## config.mk

```make
export PLATFORM = sky130hd
export DESIGN_NAME = pci_timers_and_watchdog
export DESIGN_NICKNAME = d
export VERILOG_FILES = /design/src/verilog/tmr_pkg.sv /design/src/verilog/tmr_link_if.sv /design/src/verilog/tmr_rate_gen.sv /design/src/verilog/tmr_watchdog.sv /design/src/verilog/pci_timers_and_watchdog.sv
export SDC_FILE = /design/constraint.sdc
export NUM_CORES = 1
export LEC_CHECK = 0
export BUFFER_PORTS_ARGS = -buffer_cell sky130_fd_sc_hd__buf_2
export CELL_PAD_IN_SITES_DETAIL_PLACEMENT = 2
export CELL_PAD_IN_SITES_GLOBAL_PLACEMENT = 2
export CORE_AREA = 2 2 163 325
export DETAILED_ROUTE_END_ITERATION = 8
export DIE_AREA = 0 0 165 327
export PLACE_DENSITY = 0.83
export REMOVE_ABC_BUFFERS = 1
export SLEW_MARGIN = 10
export SYNTH_ARGS = -nofsm -noshare
export SYNTH_HDL_FRONTEND = slang
export SYNTH_SLANG_ARGS = --single-unit
```

## constraint.sdc

```tcl
create_clock -name sys_clk -period 3 [get_ports sys_clk]
set_clock_uncertainty 0.1 [all_clocks]
set_input_delay 0.6 -clock sys_clk [delete_from_list [all_inputs] [get_ports sys_clk]]
set_output_delay 0.6 -clock sys_clk [all_outputs]
set_load 0.05 [all_outputs]
```

## src/verilog/tmr_pkg.sv

```systemverilog
// constants, offsets and field layout of the timer and watchdog block
// assumes a 100 MHz system clock and a 64-byte register window
package tmr_pkg;

  localparam int unsigned CLK_HZ = 100_000_000;
  localparam int unsigned CLK_PERIOD_NS = 1_000_000_000 / CLK_HZ;
  localparam int unsigned BASE_TICK_HZ = 2_000_000;
  localparam int unsigned BASE_DIV = CLK_HZ / BASE_TICK_HZ;

  localparam int unsigned SHORT_TIMER_W = 16;
  localparam int unsigned LONG_TIMER_W = 32;

  // register byte offsets inside the timer window
  localparam logic [5:0] OFS_CTRL = 6'h00;
  localparam logic [5:0] OFS_LATCH = 6'h04;
  localparam logic [5:0] OFS_WDOG = 6'h08;
  localparam logic [5:0] OFS_KEEP = 6'h0c;
  localparam logic [5:0] OFS_RLD12 = 6'h10;
  localparam logic [5:0] OFS_RLD3 = 6'h14;
  localparam logic [5:0] OFS_RLD4 = 6'h18;
  localparam logic [5:0] OFS_CNT12 = 6'h20;
  localparam logic [5:0] OFS_CNT3 = 6'h24;
  localparam logic [5:0] OFS_CNT4 = 6'h28;
  localparam logic [5:0] OFS_CLR1 = 6'h30;
  localparam logic [5:0] OFS_CLR2 = 6'h34;
  localparam logic [5:0] OFS_CLR3 = 6'h38;
  localparam logic [5:0] OFS_CLR4 = 6'h3c;

  // timer control: one byte lane per timer
  localparam int unsigned CTL_STRIDE = 8;
  localparam int unsigned CTL_CAUSE = 0;
  localparam int unsigned CTL_EN = 1;
  localparam int unsigned CTL_IRQEN = 2;
  localparam int unsigned CTL_CLK = 3;
  localparam int unsigned LATCH_ALL_BIT = 0;
  localparam int unsigned WD_EN_BIT = 0;
  localparam int unsigned WD_SEL_LSB = 8;
  localparam int unsigned WD_RESP_BIT = 16;

  localparam logic [31:0] CTRL_RST = 32'h0000_0000;
  localparam logic LATCH_RST = 1'b0;
  localparam logic WD_EN_RST = 1'b0;
  localparam logic [2:0] WD_SEL_RST = 3'h0;
  localparam logic WD_RESP_RST = 1'b0;

  // watchdog timeouts in microseconds, index is the select code
  localparam logic [7:0][27:0] WDT_LIMIT_US = {
    28'd2_048, 28'd32_768, 28'd131_000, 28'd262_000,
    28'd524_000, 28'd2_100_000, 28'd33_600_000, 28'd135_000_000};

  localparam int unsigned SYSRST_PULSE_NS = 160;
  localparam int unsigned SYSRST_PULSE_CYC = SYSRST_PULSE_NS / CLK_PERIOD_NS;

  typedef enum logic [1:0] {
    RATE_2M = 2'b00,
    RATE_1M = 2'b01,
    RATE_500K = 2'b10,
    RATE_250K = 2'b11
  } rate_e;

endpackage

```

## src/verilog/tmr_link_if.sv

```systemverilog
// carrier between the timer core, its rate generator and the watchdog
// all members are single-clock signals on sys_clk
interface tmr_link_if;
  logic [3:0] tick;
  logic wd_en;
  logic [2:0] wd_sel;
  logic wd_kick;
  logic wd_expire;
  modport gen (output tick);
  modport dog (input tick, input wd_en, input wd_sel, input wd_kick,
               output wd_expire);
  modport core (input tick, output wd_en, output wd_sel, output wd_kick,
                input wd_expire);
endinterface

```

## src/verilog/tmr_rate_gen.sv

```systemverilog
// timer clock generator: one-cycle ticks at 2 MHz, 1 MHz, 500 kHz, 250 kHz
// assumes sys_clk divided by DIV gives the 2 MHz base rate
module tmr_rate_gen #(
  parameter int unsigned DIV = tmr_pkg::BASE_DIV
) (
  input wire logic sys_clk, // system clock
  input wire logic arst_n, // async reset, active low
  input wire logic ce, // clock enable, freezes state
  tmr_link_if.gen lnk // tick outputs
);
  import tmr_pkg::*;

  localparam int unsigned CW = $clog2(DIV);
  localparam logic [3:0][2:0] PRE_MASK = {3'h7, 3'h3, 3'h1, 3'h0};

  if (DIV < 2) begin : g_bad_div
    $error("tmr_rate_gen: DIV must be at least 2");
  end

  typedef struct packed {
    logic [CW-1:0] div;
    logic [2:0] pre;
    logic [3:0] tick;
  } state_s;

  state_s st_q;
  state_s st_d;

  always_comb begin
    st_d = st_q;
    st_d.tick = 4'h0;
    st_d.div = st_q.div + CW'(1);
    if (st_q.div == CW'(DIV - 1)) begin
      st_d.div = '0;
      st_d.pre = st_q.pre + 3'd1;
      // slower rates are every 2nd, 4th, 8th base tick
      for (int k = 0; k < 4; k++) begin
        st_d.tick[k] = (st_q.pre & PRE_MASK[k]) == PRE_MASK[k];
      end
    end
  end

  always_ff @(posedge sys_clk or negedge arst_n) begin
    if (!arst_n) begin
      st_q <= '0;
    end else if (ce) begin
      st_q <= st_d;
    end
  end

  assign lnk.tick = st_q.tick;

endmodule // tmr_rate_gen

```

## src/verilog/tmr_watchdog.sv

```systemverilog
// watchdog counter, counts 1 MHz ticks down from the selected timeout
// assumes enable, select and keepalive pulse come from the register core
module tmr_watchdog #(
  parameter logic [7:0][27:0] LIMIT_US = tmr_pkg::WDT_LIMIT_US
) (
  input wire logic sys_clk, // system clock
  input wire logic arst_n, // async reset, active low
  input wire logic ce, // clock enable, freezes state
  tmr_link_if.dog lnk // control in, expiry pulse out
);
  import tmr_pkg::*;

  typedef struct packed {
    logic en_seen;
    logic [27:0] left;
    logic expire;
  } state_s;

  state_s st_q;
  state_s st_d;

  always_comb begin
    st_d = st_q;
    st_d.expire = 1'b0;
    st_d.en_seen = lnk.wd_en;
    if (!lnk.wd_en) begin
      st_d.left = st_q.left;
    end else if (!st_q.en_seen || lnk.wd_kick) begin
      // new select code only takes effect at a restart or at the reload after an expiry
      st_d.left = LIMIT_US[lnk.wd_sel];
    end else if (lnk.tick[RATE_1M]) begin
      if (st_q.left <= 28'd1) begin
        st_d.expire = 1'b1;
        st_d.left = LIMIT_US[lnk.wd_sel];
      end else begin
        st_d.left = st_q.left - 28'd1;
      end
    end
  end

  always_ff @(posedge sys_clk or negedge arst_n) begin
    if (!arst_n) begin
      st_q <= '0;
    end else if (ce) begin
      st_q <= st_d;
    end
  end

  assign lnk.wd_expire = st_q.expire;

endmodule // tmr_watchdog

```

## src/verilog/pci_timers_and_watchdog.sv

```systemverilog
// four down-counting timers and a watchdog behind a 64-byte memory window
// assumes the bridge presents single-cycle word accesses with byte enables
//
// Behaviour
// - terminal count sets the timer's cause flag
// - writing zero to cause flag clears it
// - latch mode select in bit zero
// - mode zero: each count read latches
// - mode one: pair read latches all four
// - sixteen-bit reload pair, word or halfword
// - thirty-two-bit reloads for timers three, four
// - reload write loads on next tick
// - terminal count reloads and keeps counting
// - count registers return latched counts
// - any write to clear register clears
// - watchdog enable, timeout select, response select
// - eight timeouts from 135s to 2.048ms
// - expiry gives reset or SERR
// - keepalive write restarts the watchdog
// - clock select picks 2M/1M/500k/250k
// - enable starts timer, irq enable gates
module pci_timers_and_watchdog #(
  parameter int unsigned SHORT_W = tmr_pkg::SHORT_TIMER_W,
  parameter int unsigned LONG_W = tmr_pkg::LONG_TIMER_W,
  parameter int unsigned BASE_DIV = tmr_pkg::BASE_DIV,
  parameter logic [7:0][27:0] WDT_LIMIT_US = tmr_pkg::WDT_LIMIT_US,
  parameter int unsigned RST_PULSE_CYC = tmr_pkg::SYSRST_PULSE_CYC
) (
  input wire logic sys_clk, // system clock, 100 MHz
  input wire logic arst_n, // async reset, active low
  input wire logic ce, // clock enable, freezes state
  input wire logic [5:0] reg_addr, // byte offset in window
  input wire logic reg_wr, // write strobe, one cycle
  input wire logic reg_rd, // read strobe, one cycle
  input wire logic [3:0] reg_be, // byte enables
  input wire logic [31:0] reg_wdata, // write data
  output logic [31:0] reg_rdata, // read data
  output logic reg_rvalid, // read data valid pulse
  output logic timer_irq, // shared timer interrupt
  output logic sys_reset_req, // watchdog system reset
  output logic serr_out, // error line level, always low
  output logic serr_oe // error line drive enable
);
  import tmr_pkg::*;

  ////////////////////////////////////////////////////////////////////////
  // parameter checks and width masks

  if (SHORT_W < 1 || SHORT_W > 16) begin : g_bad_short
    $error("pci_timers_and_watchdog: SHORT_W must be 1..16");
  end
  if (LONG_W < SHORT_W || LONG_W > 32) begin : g_bad_long
    $error("pci_timers_and_watchdog: LONG_W must be SHORT_W..32");
  end
  if (RST_PULSE_CYC < 1 || RST_PULSE_CYC > 255) begin : g_bad_rst
    $error("pci_timers_and_watchdog: RST_PULSE_CYC must be 1..255");
  end

  localparam logic [32:0] SHORT_ONE = 33'h1 << SHORT_W;
  localparam logic [32:0] LONG_ONE = 33'h1 << LONG_W;
  localparam logic [31:0] SHORT_MASK = 32'(SHORT_ONE - 33'h1);
  localparam logic [31:0] LONG_MASK = 32'(LONG_ONE - 33'h1);
  localparam logic [7:0] RST_LOAD = 8'(RST_PULSE_CYC);

  // timers 1 and 2 are the short ones
  function automatic logic [31:0] wmask(input int idx);
    return (idx < 2) ? SHORT_MASK : LONG_MASK;
  endfunction

  function automatic logic [31:0] merge(input logic [31:0] old,
                                        input logic [31:0] nw,
                                        input logic [3:0] be);
    logic [31:0] res;
    res = old;
    for (int b = 0; b < 4; b++) begin
      if (be[b]) begin
        res[8*b +: 8] = nw[8*b +: 8];
      end
    end
    return res;
  endfunction

  ////////////////////////////////////////////////////////////////////////
  // state

  typedef struct packed {
    logic [31:0] ctrl;
    logic latch_all;
    logic wd_en;
    logic [2:0] wd_sel;
    logic wd_resp;
    logic wd_kick;
    logic [3:0][31:0] reload;
    logic [3:0][31:0] count;
    logic [3:0] load_pend;
    logic [3:0][31:0] snap;
    logic [31:0] rdata;
    logic rvalid;
    logic irq;
    logic [7:0] rst_cnt;
    logic rst_req;
    logic serr_out;
    logic serr_oe;
  } state_s;

  state_s st_q;
  state_s st_d;

  tmr_link_if lnk ();

  tmr_rate_gen #(
    .DIV(BASE_DIV)
  ) u_rate (
    .sys_clk(sys_clk),
    .arst_n(arst_n),
    .ce(ce),
    .lnk(lnk)
  );

  tmr_watchdog #(
    .LIMIT_US(WDT_LIMIT_US)
  ) u_dog (
    .sys_clk(sys_clk),
    .arst_n(arst_n),
    .ce(ce),
    .lnk(lnk)
  );

  ////////////////////////////////////////////////////////////////////////
  // next state

  always_comb begin
    logic [3:0] hit;
    logic [31:0] tmp;
    logic [1:0] sel;
    hit = 4'h0;
    tmp = 32'h0;
    sel = 2'b00;
    st_d = st_q;
    st_d.rvalid = 1'b0;
    st_d.wd_kick = 1'b0;
    st_d.serr_oe = 1'b0;

    // counting, one tick of the selected rate per step
    for (int i = 0; i < 4; i++) begin
      sel = st_q.ctrl[i*CTL_STRIDE + CTL_CLK +: 2];
      if (lnk.tick[sel]) begin
        if (st_q.load_pend[i]) begin
          // load happens even while the timer is disabled
          st_d.count[i] = st_q.reload[i];
          st_d.load_pend[i] = 1'b0;
        end else if (st_q.ctrl[i*CTL_STRIDE + CTL_EN]) begin
          if (st_q.count[i] == 32'h0) begin
            st_d.count[i] = st_q.reload[i];
            hit[i] = 1'b1;
          end else begin
            st_d.count[i] = (st_q.count[i] - 32'h1) & wmask(i);
          end
        end
      end
    end

    // register writes
    if (reg_wr) begin
      case (reg_addr)
        OFS_CTRL: begin
          st_d.ctrl = merge(st_q.ctrl, reg_wdata, reg_be);
          for (int i = 0; i < 4; i++) begin
            // a one leaves the flag alone, a zero clears it
            st_d.ctrl[i*CTL_STRIDE + CTL_CAUSE] =
              st_q.ctrl[i*CTL_STRIDE + CTL_CAUSE] &
              (reg_wdata[i*CTL_STRIDE + CTL_CAUSE] | ~reg_be[i]);
          end
        end
        OFS_LATCH: begin
          if (reg_be[0]) begin
            st_d.latch_all = reg_wdata[LATCH_ALL_BIT];
          end
        end
        OFS_WDOG: begin
          if (reg_be[0]) begin
            st_d.wd_en = reg_wdata[WD_EN_BIT];
          end
          if (reg_be[1]) begin
            st_d.wd_sel = reg_wdata[WD_SEL_LSB +: 3];
          end
          if (reg_be[2]) begin
            st_d.wd_resp = reg_wdata[WD_RESP_BIT];
          end
        end
        OFS_KEEP: begin
          st_d.wd_kick = 1'b1;
        end
        OFS_RLD12: begin
          tmp = merge({st_q.reload[1][15:0], st_q.reload[0][15:0]},
                      reg_wdata, reg_be);
          st_d.reload[0] = {16'h0, tmp[15:0]} & wmask(0);
          st_d.reload[1] = {16'h0, tmp[31:16]} & wmask(1);
          if (|reg_be[1:0]) begin
            st_d.load_pend[0] = 1'b1;
          end
          if (|reg_be[3:2]) begin
            st_d.load_pend[1] = 1'b1;
          end
        end
        OFS_RLD3: begin
          st_d.reload[2] = merge(st_q.reload[2], reg_wdata, reg_be)
                           & wmask(2);
          st_d.load_pend[2] = st_d.load_pend[2] | (|reg_be);
        end
        OFS_RLD4: begin
          st_d.reload[3] = merge(st_q.reload[3], reg_wdata, reg_be)
                           & wmask(3);
          st_d.load_pend[3] = st_d.load_pend[3] | (|reg_be);
        end
        OFS_CLR1: st_d.ctrl[0*CTL_STRIDE + CTL_CAUSE] = 1'b0;
        OFS_CLR2: st_d.ctrl[1*CTL_STRIDE + CTL_CAUSE] = 1'b0;
        OFS_CLR3: st_d.ctrl[2*CTL_STRIDE + CTL_CAUSE] = 1'b0;
        OFS_CLR4: st_d.ctrl[3*CTL_STRIDE + CTL_CAUSE] = 1'b0;
        default: ;
      endcase
    end

    // a terminal count in the clearing cycle must not be lost
    for (int i = 0; i < 4; i++) begin
      if (hit[i]) begin
        st_d.ctrl[i*CTL_STRIDE + CTL_CAUSE] = 1'b1;
      end
    end

    // register reads, answered one cycle later
    if (reg_rd) begin
      st_d.rvalid = 1'b1;
      st_d.rdata = 32'h0;
      case (reg_addr)
        OFS_CTRL: st_d.rdata = st_q.ctrl;
        OFS_LATCH: st_d.rdata = {31'h0, st_q.latch_all};
        OFS_WDOG: begin
          st_d.rdata[WD_EN_BIT] = st_q.wd_en;
          st_d.rdata[WD_SEL_LSB +: 3] = st_q.wd_sel;
          st_d.rdata[WD_RESP_BIT] = st_q.wd_resp;
        end
        OFS_RLD12: st_d.rdata = {st_q.reload[1][15:0],
                                 st_q.reload[0][15:0]};
        OFS_RLD3: st_d.rdata = st_q.reload[2];
        OFS_RLD4: st_d.rdata = st_q.reload[3];
        OFS_CNT12: begin
          st_d.snap[0] = st_q.count[0];
          st_d.snap[1] = st_q.count[1];
          if (st_q.latch_all) begin
            st_d.snap[2] = st_q.count[2];
            st_d.snap[3] = st_q.count[3];
          end
          st_d.rdata = {st_d.snap[1][15:0], st_d.snap[0][15:0]};
        end
        OFS_CNT3: begin
          if (!st_q.latch_all) begin
            st_d.snap[2] = st_q.count[2];
          end
          st_d.rdata = st_d.snap[2];
        end
        OFS_CNT4: begin
          if (!st_q.latch_all) begin
            st_d.snap[3] = st_q.count[3];
          end
          st_d.rdata = st_d.snap[3];
        end
        default: st_d.rdata = 32'h0;
      endcase
    end

    // shared interrupt, gated per timer
    st_d.irq = 1'b0;
    for (int i = 0; i < 4; i++) begin
      st_d.irq = st_d.irq | (st_d.ctrl[i*CTL_STRIDE + CTL_CAUSE] &
                             st_d.ctrl[i*CTL_STRIDE + CTL_IRQEN]);
    end

    // watchdog response
    if (st_q.rst_cnt != 8'h0) begin
      st_d.rst_cnt = st_q.rst_cnt - 8'h1;
    end
    if (lnk.wd_expire) begin
      if (st_q.wd_resp) begin
        st_d.serr_oe = 1'b1;
      end else begin
        st_d.rst_cnt = RST_LOAD;
      end
    end
    st_d.rst_req = st_d.rst_cnt != 8'h0;
    st_d.serr_out = 1'b0;
  end

  ////////////////////////////////////////////////////////////////////////
  // registers

  always_ff @(posedge sys_clk or negedge arst_n) begin
    if (!arst_n) begin
      st_q <= '0;
      st_q.ctrl <= CTRL_RST;
      st_q.latch_all <= LATCH_RST;
      st_q.wd_en <= WD_EN_RST;
      st_q.wd_sel <= WD_SEL_RST;
      st_q.wd_resp <= WD_RESP_RST;
    end else if (ce) begin
      st_q <= st_d;
    end
  end

  assign lnk.wd_en = st_q.wd_en;
  assign lnk.wd_sel = st_q.wd_sel;
  assign lnk.wd_kick = st_q.wd_kick;

  assign reg_rdata = st_q.rdata;
  assign reg_rvalid = st_q.rvalid;
  assign timer_irq = st_q.irq;
  assign sys_reset_req = st_q.rst_req;
  assign serr_out = st_q.serr_out;
  assign serr_oe = st_q.serr_oe;

endmodule // pci_timers_and_watchdog

```

Word-level counts from Yosys, hierarchy flattened --
Memory sizes are Yosys's and may differ from the RTL's. Cells that the tools add are included.
Operators by class: add/sub/neg operators 8, magnitude comparators 6, equal/unequal tests 17, muxes and demuxes 110, bitwise gates (word level) 21, reductions and logical operators 48
Operator list (count):
- $mux 32 | 14
- $mux 162 | 1
- $mux 8 | 18
- $logic_not 32->1 | 4
- $pmux 32 s2 | 2
- $pmux 15 s7 | 1
- $reduce_and 4->1 | 22
- $mux 28 | 3
- $mux 64 | 1
- $sub 32x1->32 const B | 2
- $pmux 7 s7 | 1
- $eq 6x6->1 const B | 8
- $mux 48 | 1
- $mux 1 | 43
- $pmux 5 s7 | 1
- $mux 16 | 2
- $sub 16x1->16 const B | 2
- $mux 29 | 1
- $le 28x1->1 const B | 1
- $sub 28x1->28 const B | 1
- $pmux 3 s8 | 1
- $mux 7 | 3
- $eq 6x5->1 const B | 3
- $reduce_bool 8->1 | 2
- 30 further kinds | 72
Word-level totals: register bits 418, memory bits (read-only) 224, bits of input ports 47, output and inout port bits 37, logic and storage cells 252, memories 1
Memories:
- (name not given) | depth 8, bits a word 28, read ports 1, clocked after memory_dff 0, write ports 0, line tmr_watchdog.sv:30 | st_d.left = LIMIT_US[lnk.wd_sel];

Longest topological paths before layout --
Gate-level depths: netlist (run 1).
depth after elaboration 10, depth in mapped cells 10, gate-level depth less buffers 8

Cells and area by module --
A second synthesis (run 1) with hierarchy kept.
Unflattened totals: cell total of the unflattened synthesis 2078, area total of the unflattened synthesis 21658.3 um2
By module, submodules not included:
- pci_timers_and_watchdog | instances 1, cells an instance 1743, area each 18694.2 um2, seq. area each 8583.2 um2
- tmr_watchdog | instances 1, cells an instance 273, area each 2314.7 um2, seq. area each 750.7 um2
- tmr_rate_gen | instances 1, cells an instance 62, area each 649.4 um2, seq. area each 325.3 um2

Worst setup path before layout (run 1) --
Ideal clock, no wire load.
path kind input-to-reg, start input reg_addr[3], end register st_q[162] (netlist bit), arrival 2.596 ns, setup slack 0.177 ns, cell stages on the path 9, buffers on the path 3, path through clkbuf_1 -> nor4_2 -> and2_1 -> clkbuf_1 -> nand2_1 -> o21ai_0 -> nand3_1 -> clkbuf_1 -> mux2_1
On the way: word-level cells in the longest chain between the ends 3, elaborated cells on any way between the ends 6, those cells by class eq/ne (3); mux (1); reduce/logical (2)
Ends and longest elaborated chain:
- start, declared | line pci_timers_and_watchdog.sv:32 | input wire logic [5:0] reg_addr,
- $eq 6x6->1 | line pci_timers_and_watchdog.sv:235 | case (reg_addr)
- $ne 2x2->1 (no line) or $reduce_bool 2->1 (tied branches)
- $reduce_and 4->1 (no line)
- end signal, assigned | line pci_timers_and_watchdog.sv:306 | st_q <= st_d;
- end, declared | line pci_timers_and_watchdog.sv:106 | state_s st_q;
Several ways; a longest one is shown, not always the timed one. A chain may end at the register's enable or synchronous reset.

Final worst setup path (run 1) --
start register st_q[252] (netlist bit), end register st_q[241] (netlist bit)
On the way: word-level cells in the longest chain between the ends 4
Ends and longest elaborated chain:
- $logic_not 32->1 | line pci_timers_and_watchdog.sv:153 | if (st_q.count[i] == 32'h0) begin
- $mux 32 | line pci_timers_and_watchdog.sv:153
- $mux 32 | line pci_timers_and_watchdog.sv:152 | end else if (st_q.ctrl[i*CTL_STRIDE + CTL_EN]) begin
- $mux 32 | line pci_timers_and_watchdog.sv:148 | if (st_q.load_pend[i]) begin
Every way passes these cells. The select of a mux whose other input is x is not followed.

==> results.json, run 1 <==
{
  "reg2reg_to": "st_q[241]",
  "place_area_um2": 22670,
  "die_h_um": 327,
  "ys_seq_area_share_pct": 46.24,
  "hold_depth": 2,
  "design_area_um2": 24060,
  "dp_slack_ps": 5.073,
  "first_iter_violations": 1315,
  "reg2reg_depth": 8,
  "io_pins": 84,
  "firstDrtPassIters": 5,
  "worstPathCellList": "nor4_1 > buf_4 > and4_1 > a41o_2 > buf_12 > nor3_1 > a31oi_1 > o21ai_0",
  "hold_slack_ps": 207.5,
  "p_clk_share_pct": 39.6,
  "peakVddDrop_uv": 451.7,
  "leakage_nw": 10.81,
  "hold_path.class": "in -> reg",
  "port_buffers": 82,
  "worstSetupPathType": "reg -> reg",
  "synth_edf_count": 0,
  "avgSynthCellArea_um2": 9.854,
  "cts_buffer_depth": 3,
  "die_w_um": 165,
  "core-area_um2": 51530,
  "grt_pass1_vias": 21910,
  "die-area_um2": 53960,
  "crit_family": "simple AND/OR/NAND/NOR gates",
  "ys_ff_latch": 386,
  "synth_warnings": 0,
  "violations": "setup timing",
  "syn2layout_area_growth_pct": 15.16,
  "finalPower_w": 0.01355,
  "rrSetupSlack_ps": -50,
  "synth_area_leaders": "dfrtp_1 (46%), mux2_2 (10%), mux2i_1 (4.1%), a21oi_1 (4.0%), o21ai_0 (3.1%)",
  "vias_per_cell": 6.658,
  "grt_max_degree": 76,
  "maxCapViolCount": 0,
  "wirelength_um": 92970,
  "crit_buf_inv": 2,
  "r2r_start": "st_q[252]",
  "min_period_ps": 3054,
  "end_kind": "flop",
  "drv_slew": 0,
  "seqCellArea_um2": 9663,
  "ys.flop_type": "dfrtp_1",
  "clock_sinks": 386,
  "holdPathEnd": "st_q[311]",
  "finalWorstSetupSlack_ps": -53.84,
  "synth_top_area_share_pct": 46.24,
  "min_from": "reg_wdata[6]",
  "drive_above_1_share_pct": 22.38,
  "status": "finished with violations",
  "gp_congestion": 0.9275,
  "async_flop_share_pct": 100.0,
  "mostFrequentLayoutCell": "dfrtp_1",
  "htree_levels": 2,
  "worstSkewPairLatency_ps": 590,
  "syn_inst": 2120,
  "setup-violations-final": 7,
  "startpoint": "st_q[252]",
  "cp.required_ps": 3350,
  "cts.root.buffer_cell": "clkbuf_16",
  "fp-row-count": 118,
  "synthDistinctLibCells": 71,
  "power_density_nw_per_um2": 563.3,
  "syn_area_um2": 20890,
  "tightest_slew_ps": 863.9,
  "clk_pin_slew_ps": 60,
  "final_hold_viol_count": 0,
  "cp_max_fo": 26,
  "p_sw_share_pct": 30.72,
  "start_util_pct": 40.54,
  "layout_common_cells": "dfrtp_1 (385), mux2_2 (194), a21oi_1 (165), o21ai_0 (127), nand2_1 (126)",
  "yosysTopAreaCell": "dfrtp_1",
  "dp_hpwl_um": 65240,
  "arrival_ps": 3400,
  "wl_per_cell_um": 32.17,
  "p_seq_share_pct": 43.9,
  "grt.total_usage_pct": 34.63,
  "cts_inserted_buffers": 39,
  "multi_input_area_um2": 10330,
  "dr_total_vias": 19240,
  "cts_tree": "yes",
  "fmax_mhz": 327.5,
  "grt_pass1_wl_um": 139900,
  "combPwrFrac_pct": 16.5,
  "antenna_found_initial": 4,
  "overflow": 0,
  "diodes": 0,
  "slowest_delay_ps": 640,
  "cts_setup_buffers": 0,
  "net-switching-power_w": 0.004164,
  "ant_nets": 0,
  "fin_nets": 2272,
  "fillers": 5347,
  "finalCritPeriodShare_pct": 101.8,
  "drc": 0,
  "p_int_w": 0.009388,
  "cp_slowest_cell": "nor4_1",
  "maxSlewHeadroom_pct": 41.96,
  "start_kind": "flop"
}
==> timing repair <==
action	in CTS	in global routing
hold endpoints to repair	62	0
hold buffers	1	0
endpoints found under the setup margin	0	5
resized for setup	0	4
==> sequential cells by signal, summed over array words and instances (netlist names) <==
name	cells
lnk.wd_en	1
u_dog.lnk.wd_expire	1
st_q	302
u_dog.st_q	29
sys_reset_req	1
u_rate.lnk.tick	4
serr_oe	1
reg_rdata	32
timer_irq	1
lnk.wd_kick	1
u_rate.st_q	9
lnk.wd_sel	3
reg_rvalid	1
==> power groups by stage <==
| stage | Combinational [W] | Clock [W] | Sequential, W |
|---|---|---|---|
| floorplan | 0.00109 | 0 | 0.00590 |
| detailed placement | 0.00215 | 0 | 0.00600 |
| global placement | 0.00201 | 0 | 0.00596 |
| finish | 0.00224 | 0.00537 | 0.00595 |
| global route | 0.00239 | 0.00560 | 0.00597 |
| CTS | 0.00222 | 0.00543 | 0.00592 |
==> per-stage QoR <==
| stage | cells | util (%) | TNS, ps |
|---|---|---|---|
| floorplan | 1946 | - | -149330 |
| global placement | 2818 | 44.00 | 0 |
| detailed placement | 2818 | 44.00 | 0 |
| CTS | 2890 | 46.65 | 0 |
| global route | 2890 | 46.69 | -31.36 |
| finish | 2890 | 46.69 | -185.5 |
==> cell type report <==
cell class	count	share of cell area, %
clock buffers	56	4.701
clock inverters	15	0.9257
inverters	47	0.7333
multi-input cells	1513	42.94
flip-flops and latches	386	40.16
well taps	660	3.432
repair buffers	213	7.109
==> synthesized netlist by cell type (10+ instances only) <==
| library cell | instances |
|---|---|
| o21ai_1 | 48 |
| buf_1 | 13 |
| nand3_1 | 49 |
| mux2i_1 | 86 |
| dfrtp_1 | 386 |
| a22oi_1 | 58 |
| a31oi_1 | 38 |
| or4_1 | 15 |
| nor2b_1 | 11 |
| o22ai_1 | 41 |
| and3_1 | 16 |
| mux2_2 | 194 |
| inv_1 | 47 |
| ha_1 | 25 |
| clkbuf_1 | 119 |
| nor2_1 | 126 |
| o2bb2ai_1 | 11 |
| buf_4 | 34 |
| a21oi_1 | 165 |
| a221oi_1 | 10 |
| nor4_1 | 43 |
| o21ai_0 | 128 |
| nand2_1 | 127 |
| a21o_1 | 36 |
| nand2b_1 | 13 |
| nand4_1 | 17 |
| or3_1 | 25 |
| nor3_1 | 78 |
==> cell families after synthesis <==
| group | after synthesis | share of synthesized area (%) |
|---|---|---|
| AO/OA/AOI/OAI | 621 | 18.25 |
| adder cells (fa/ha/maj) | 25 | 1.497 |
| multiplexers | 286 | 15.12 |
| flip-flops | 386 | 46.24 |
| other | 1 | 0.01795 |
| XOR/XNOR | 8 | 0.3354 |
| buffers and inverters | 221 | 4.660 |
| AND/OR/NAND/NOR | 572 | 13.89 |
==> how the worst max path moves through the flow <==
stage | end | slack (ps) | cells after the start
floorplan | st_q[304] | -1200 | 6
global placement | st_q[244] | 100 | 8
detailed placement | st_q[398] | 5 | 7
CTS | st_q[271] | 50 | 9
global route | st_q[281] | -30 | 8
finish | st_q[241] | -50 | 8
==> per-layer routing <==
| layer | vias to the layer above | share of wire, % | track usage, % |
|---|---|---|---|
| met1 | 10050 | 34 | 35.51 |
| li1 | 7983 | - | - |
| met5 | - | 0.031 | 0 |
| met3 | 405 | 4.7 | 5.457 |
| met4 | 4 | 9.1 | 27.37 |
| met2 | 799 | 52 | 61.39 |
Power figures use the tool's default switching activity.
==> run 2, diff against run 1 <==
--- a/config.mk
+++ b/config.mk
@@ -8,9 +8,9 @@
 export BUFFER_PORTS_ARGS = -buffer_cell sky130_fd_sc_hd__buf_2
 export CELL_PAD_IN_SITES_DETAIL_PLACEMENT = 2
 export CELL_PAD_IN_SITES_GLOBAL_PLACEMENT = 2
-export CORE_AREA = 2 2 163 325
+export CORE_AREA = 2 2 229 231
 export DETAILED_ROUTE_END_ITERATION = 8
-export DIE_AREA = 0 0 165 327
+export DIE_AREA = 0 0 231 233
 export PLACE_DENSITY = 0.83
 export REMOVE_ABC_BUFFERS = 1
 export SLEW_MARGIN = 10
==> results.json, run 2 (synthesized netlist as in run 1, its figures left out) <==
{
  "fin_nets": 2258,
  "reg2reg_depth": 6,
  "fp-row-count": 83,
  "drc": 0,
  "finalPower_w": 0.01384,
  "mostFrequentLayoutCell": "dfrtp_1",
  "arrival_ps": 3370,
  "tightest_slew_ps": 976.4,
  "syn2layout_area_growth_pct": 14.60,
  "gp_congestion": 0.8804,
  "grt.total_usage_pct": 33.95,
  "maxSlewHeadroom_pct": 34.91,
  "status": "completed",
  "hold_slack_ps": 189.7,
  "firstDrtPassIters": 5,
  "core-area_um2": 51090,
  "hold_depth": 2,
  "cp.required_ps": 3410,
  "cts_buffer_depth": 3,
  "worstSetupPathType": "reg -> reg",
  "power_density_nw_per_um2": 578.1,
  "rrSetupSlack_ps": 40,
  "ant_nets": 0,
  "port_buffers": 82,
  "rsz0062_at_grt": "false",
  "finalCritPeriodShare_pct": 98.69,
  "io_pins": 84,
  "crit_top_cell": "or3_1",
  "fmax_mhz": 337.7,
  "layout_common_cells": "dfrtp_1 (385), mux2_2 (194), a21oi_1 (165), o21ai_0 (127), nand2_1 (126)",
  "start_kind": "flop",
  "vias_per_cell": 6.675,
  "cp_max_fo": 7,
  "wirelength_um": 90560,
  "grt_pass1_wl_um": 138800,
  "start_util_pct": 40.89,
  "grt_pass1_vias": 21720,
  "leakage_nw": 10.73,
  "clk_pin_slew_ps": 70,
  "first_iter_violations": 1769,
  "slowest_delay_ps": 580,
  "multi_input_area_um2": 10370,
  "final_hold_viol_count": 0,
  "cts_inserted_buffers": 46,
  "drive_above_1_share_pct": 22.18,
  "worstSkewPairLatency_ps": 610,
  "die_h_um": 233,
  "worstPathCellList": "or3_4 > or4_4 > or3_1 > or3_1 > o31a_1 > o22ai_1",
  "maxCapViolCount": 0,
  "clock_sinks": 386,
  "drv_slew": 0,
  "seqCellArea_um2": 9663,
  "peakVddDrop_uv": 439.0,
  "largest-register": "st_q",
  "grt_max_degree": 83,
  "dr_total_vias": 19380,
  "dp_hpwl_um": 59150,
  "cp_slowest_cell": "or4_4",
  "hold_path.class": "in -> reg",
  "wl_per_cell_um": 31.18,
  "min_from": "reg_wdata[29]",
  "overflow": 0,
  "die-area_um2": 53820,
  "die_w_um": 231,
  "fillers": 5306,
  "end_kind": "flop",
  "largest_reg_flops": 302,
  "r2r_start": "st_q[289]",
  "reg2reg_to": "st_q[302]",
  "cts_tree": "yes",
  "holdPathEnd": "st_q[430]",
  "min_period_ps": 2961,
  "finalWorstSetupSlack_ps": 39.19,
  "cts.root.buffer_cell": "clkbuf_16",
  "antenna_found_initial": 3,
  "setup-violations-final": 0,
  "htree_levels": 2,
  "dp_slack_ps": 120.8
}
==> run 2: layout make-up <==
cell class	count	share of cell area [%]
Antenna cell	1	0.01045
Clock inverter	7	0.2770
Multi-Input combinational cell	1513	43.32
Tap cell	680	3.554
Timing Repair Buffer	192	5.754
Sequential cell	386	40.36
Clock buffer	78	5.984
Inverter	47	0.7369
==> run 2: routing by layer <==
| metal | routed length [um] | GRT usage (%) | vias up |
|---|---|---|---|
| met5 | 13 | 0 | - |
| met4 | 5876 | 20.38 | 2 |
| met3 | 5713 | 6.299 | 382 |
| met2 | 43800 | 56.81 | 915 |
| met1 | 35150 | 40.73 | 10120 |
| li1 | - | - | 7966 |
==> run 2: worst max-delay path by stage <==
stage                     start         to  slack (ps)  cells after the start
floorplan             st_q[288]  st_q[304]       -1200                      6
global placement    reg_addr[2]  st_q[399]         170                      6
detailed placement    st_q[273]  st_q[295]         120                     10
CTS                   st_q[289]  st_q[283]          30                      7
global route          st_q[245]  st_q[260]           8                      7
finish                st_q[289]  st_q[302]          40                      6
==> run 2: report_power, final <==
| part | total, W | switching (W) | internal, W |
|---|---|---|---|
| clock network | 0.00577 | 0.00245 | 0.00332 |
| registers | 0.00594 | 0.000425 | 0.00551 |
| logic | 0.00213 | 0.00139 | 0.000744 |
==> run 2: timing repair <==
action                                 4_1_cts  5_1_grt
gates resized for setup                      3       10
setup buffers                                0        1
endpoints found under the hold margin       53        0
pin swaps                                    0        1
hold buffers                                 1        0
setup endpoints to repair                    3       19
==> run 2: through the flow <==
step	util (%)	cells	TNS, ps	cell area, um^2
2_1_floorplan	-	1946	-149330	20090
3_3_place_gp	43.76	2816	0	22360
3_5_place_dp	43.76	2816	0	22360
4_1_cts	46.75	2902	0	23890
5_1_grt	46.85	2903	0	23940
6_report	46.86	2904	0	23940
==> run 2: critical path: cells and delay by family, from the launching register on <==
kind	cells	cell delay, ps
and+or+nand+nor	4	1890
DFF	1	480
AOI/OAI and AO/OA	2	400
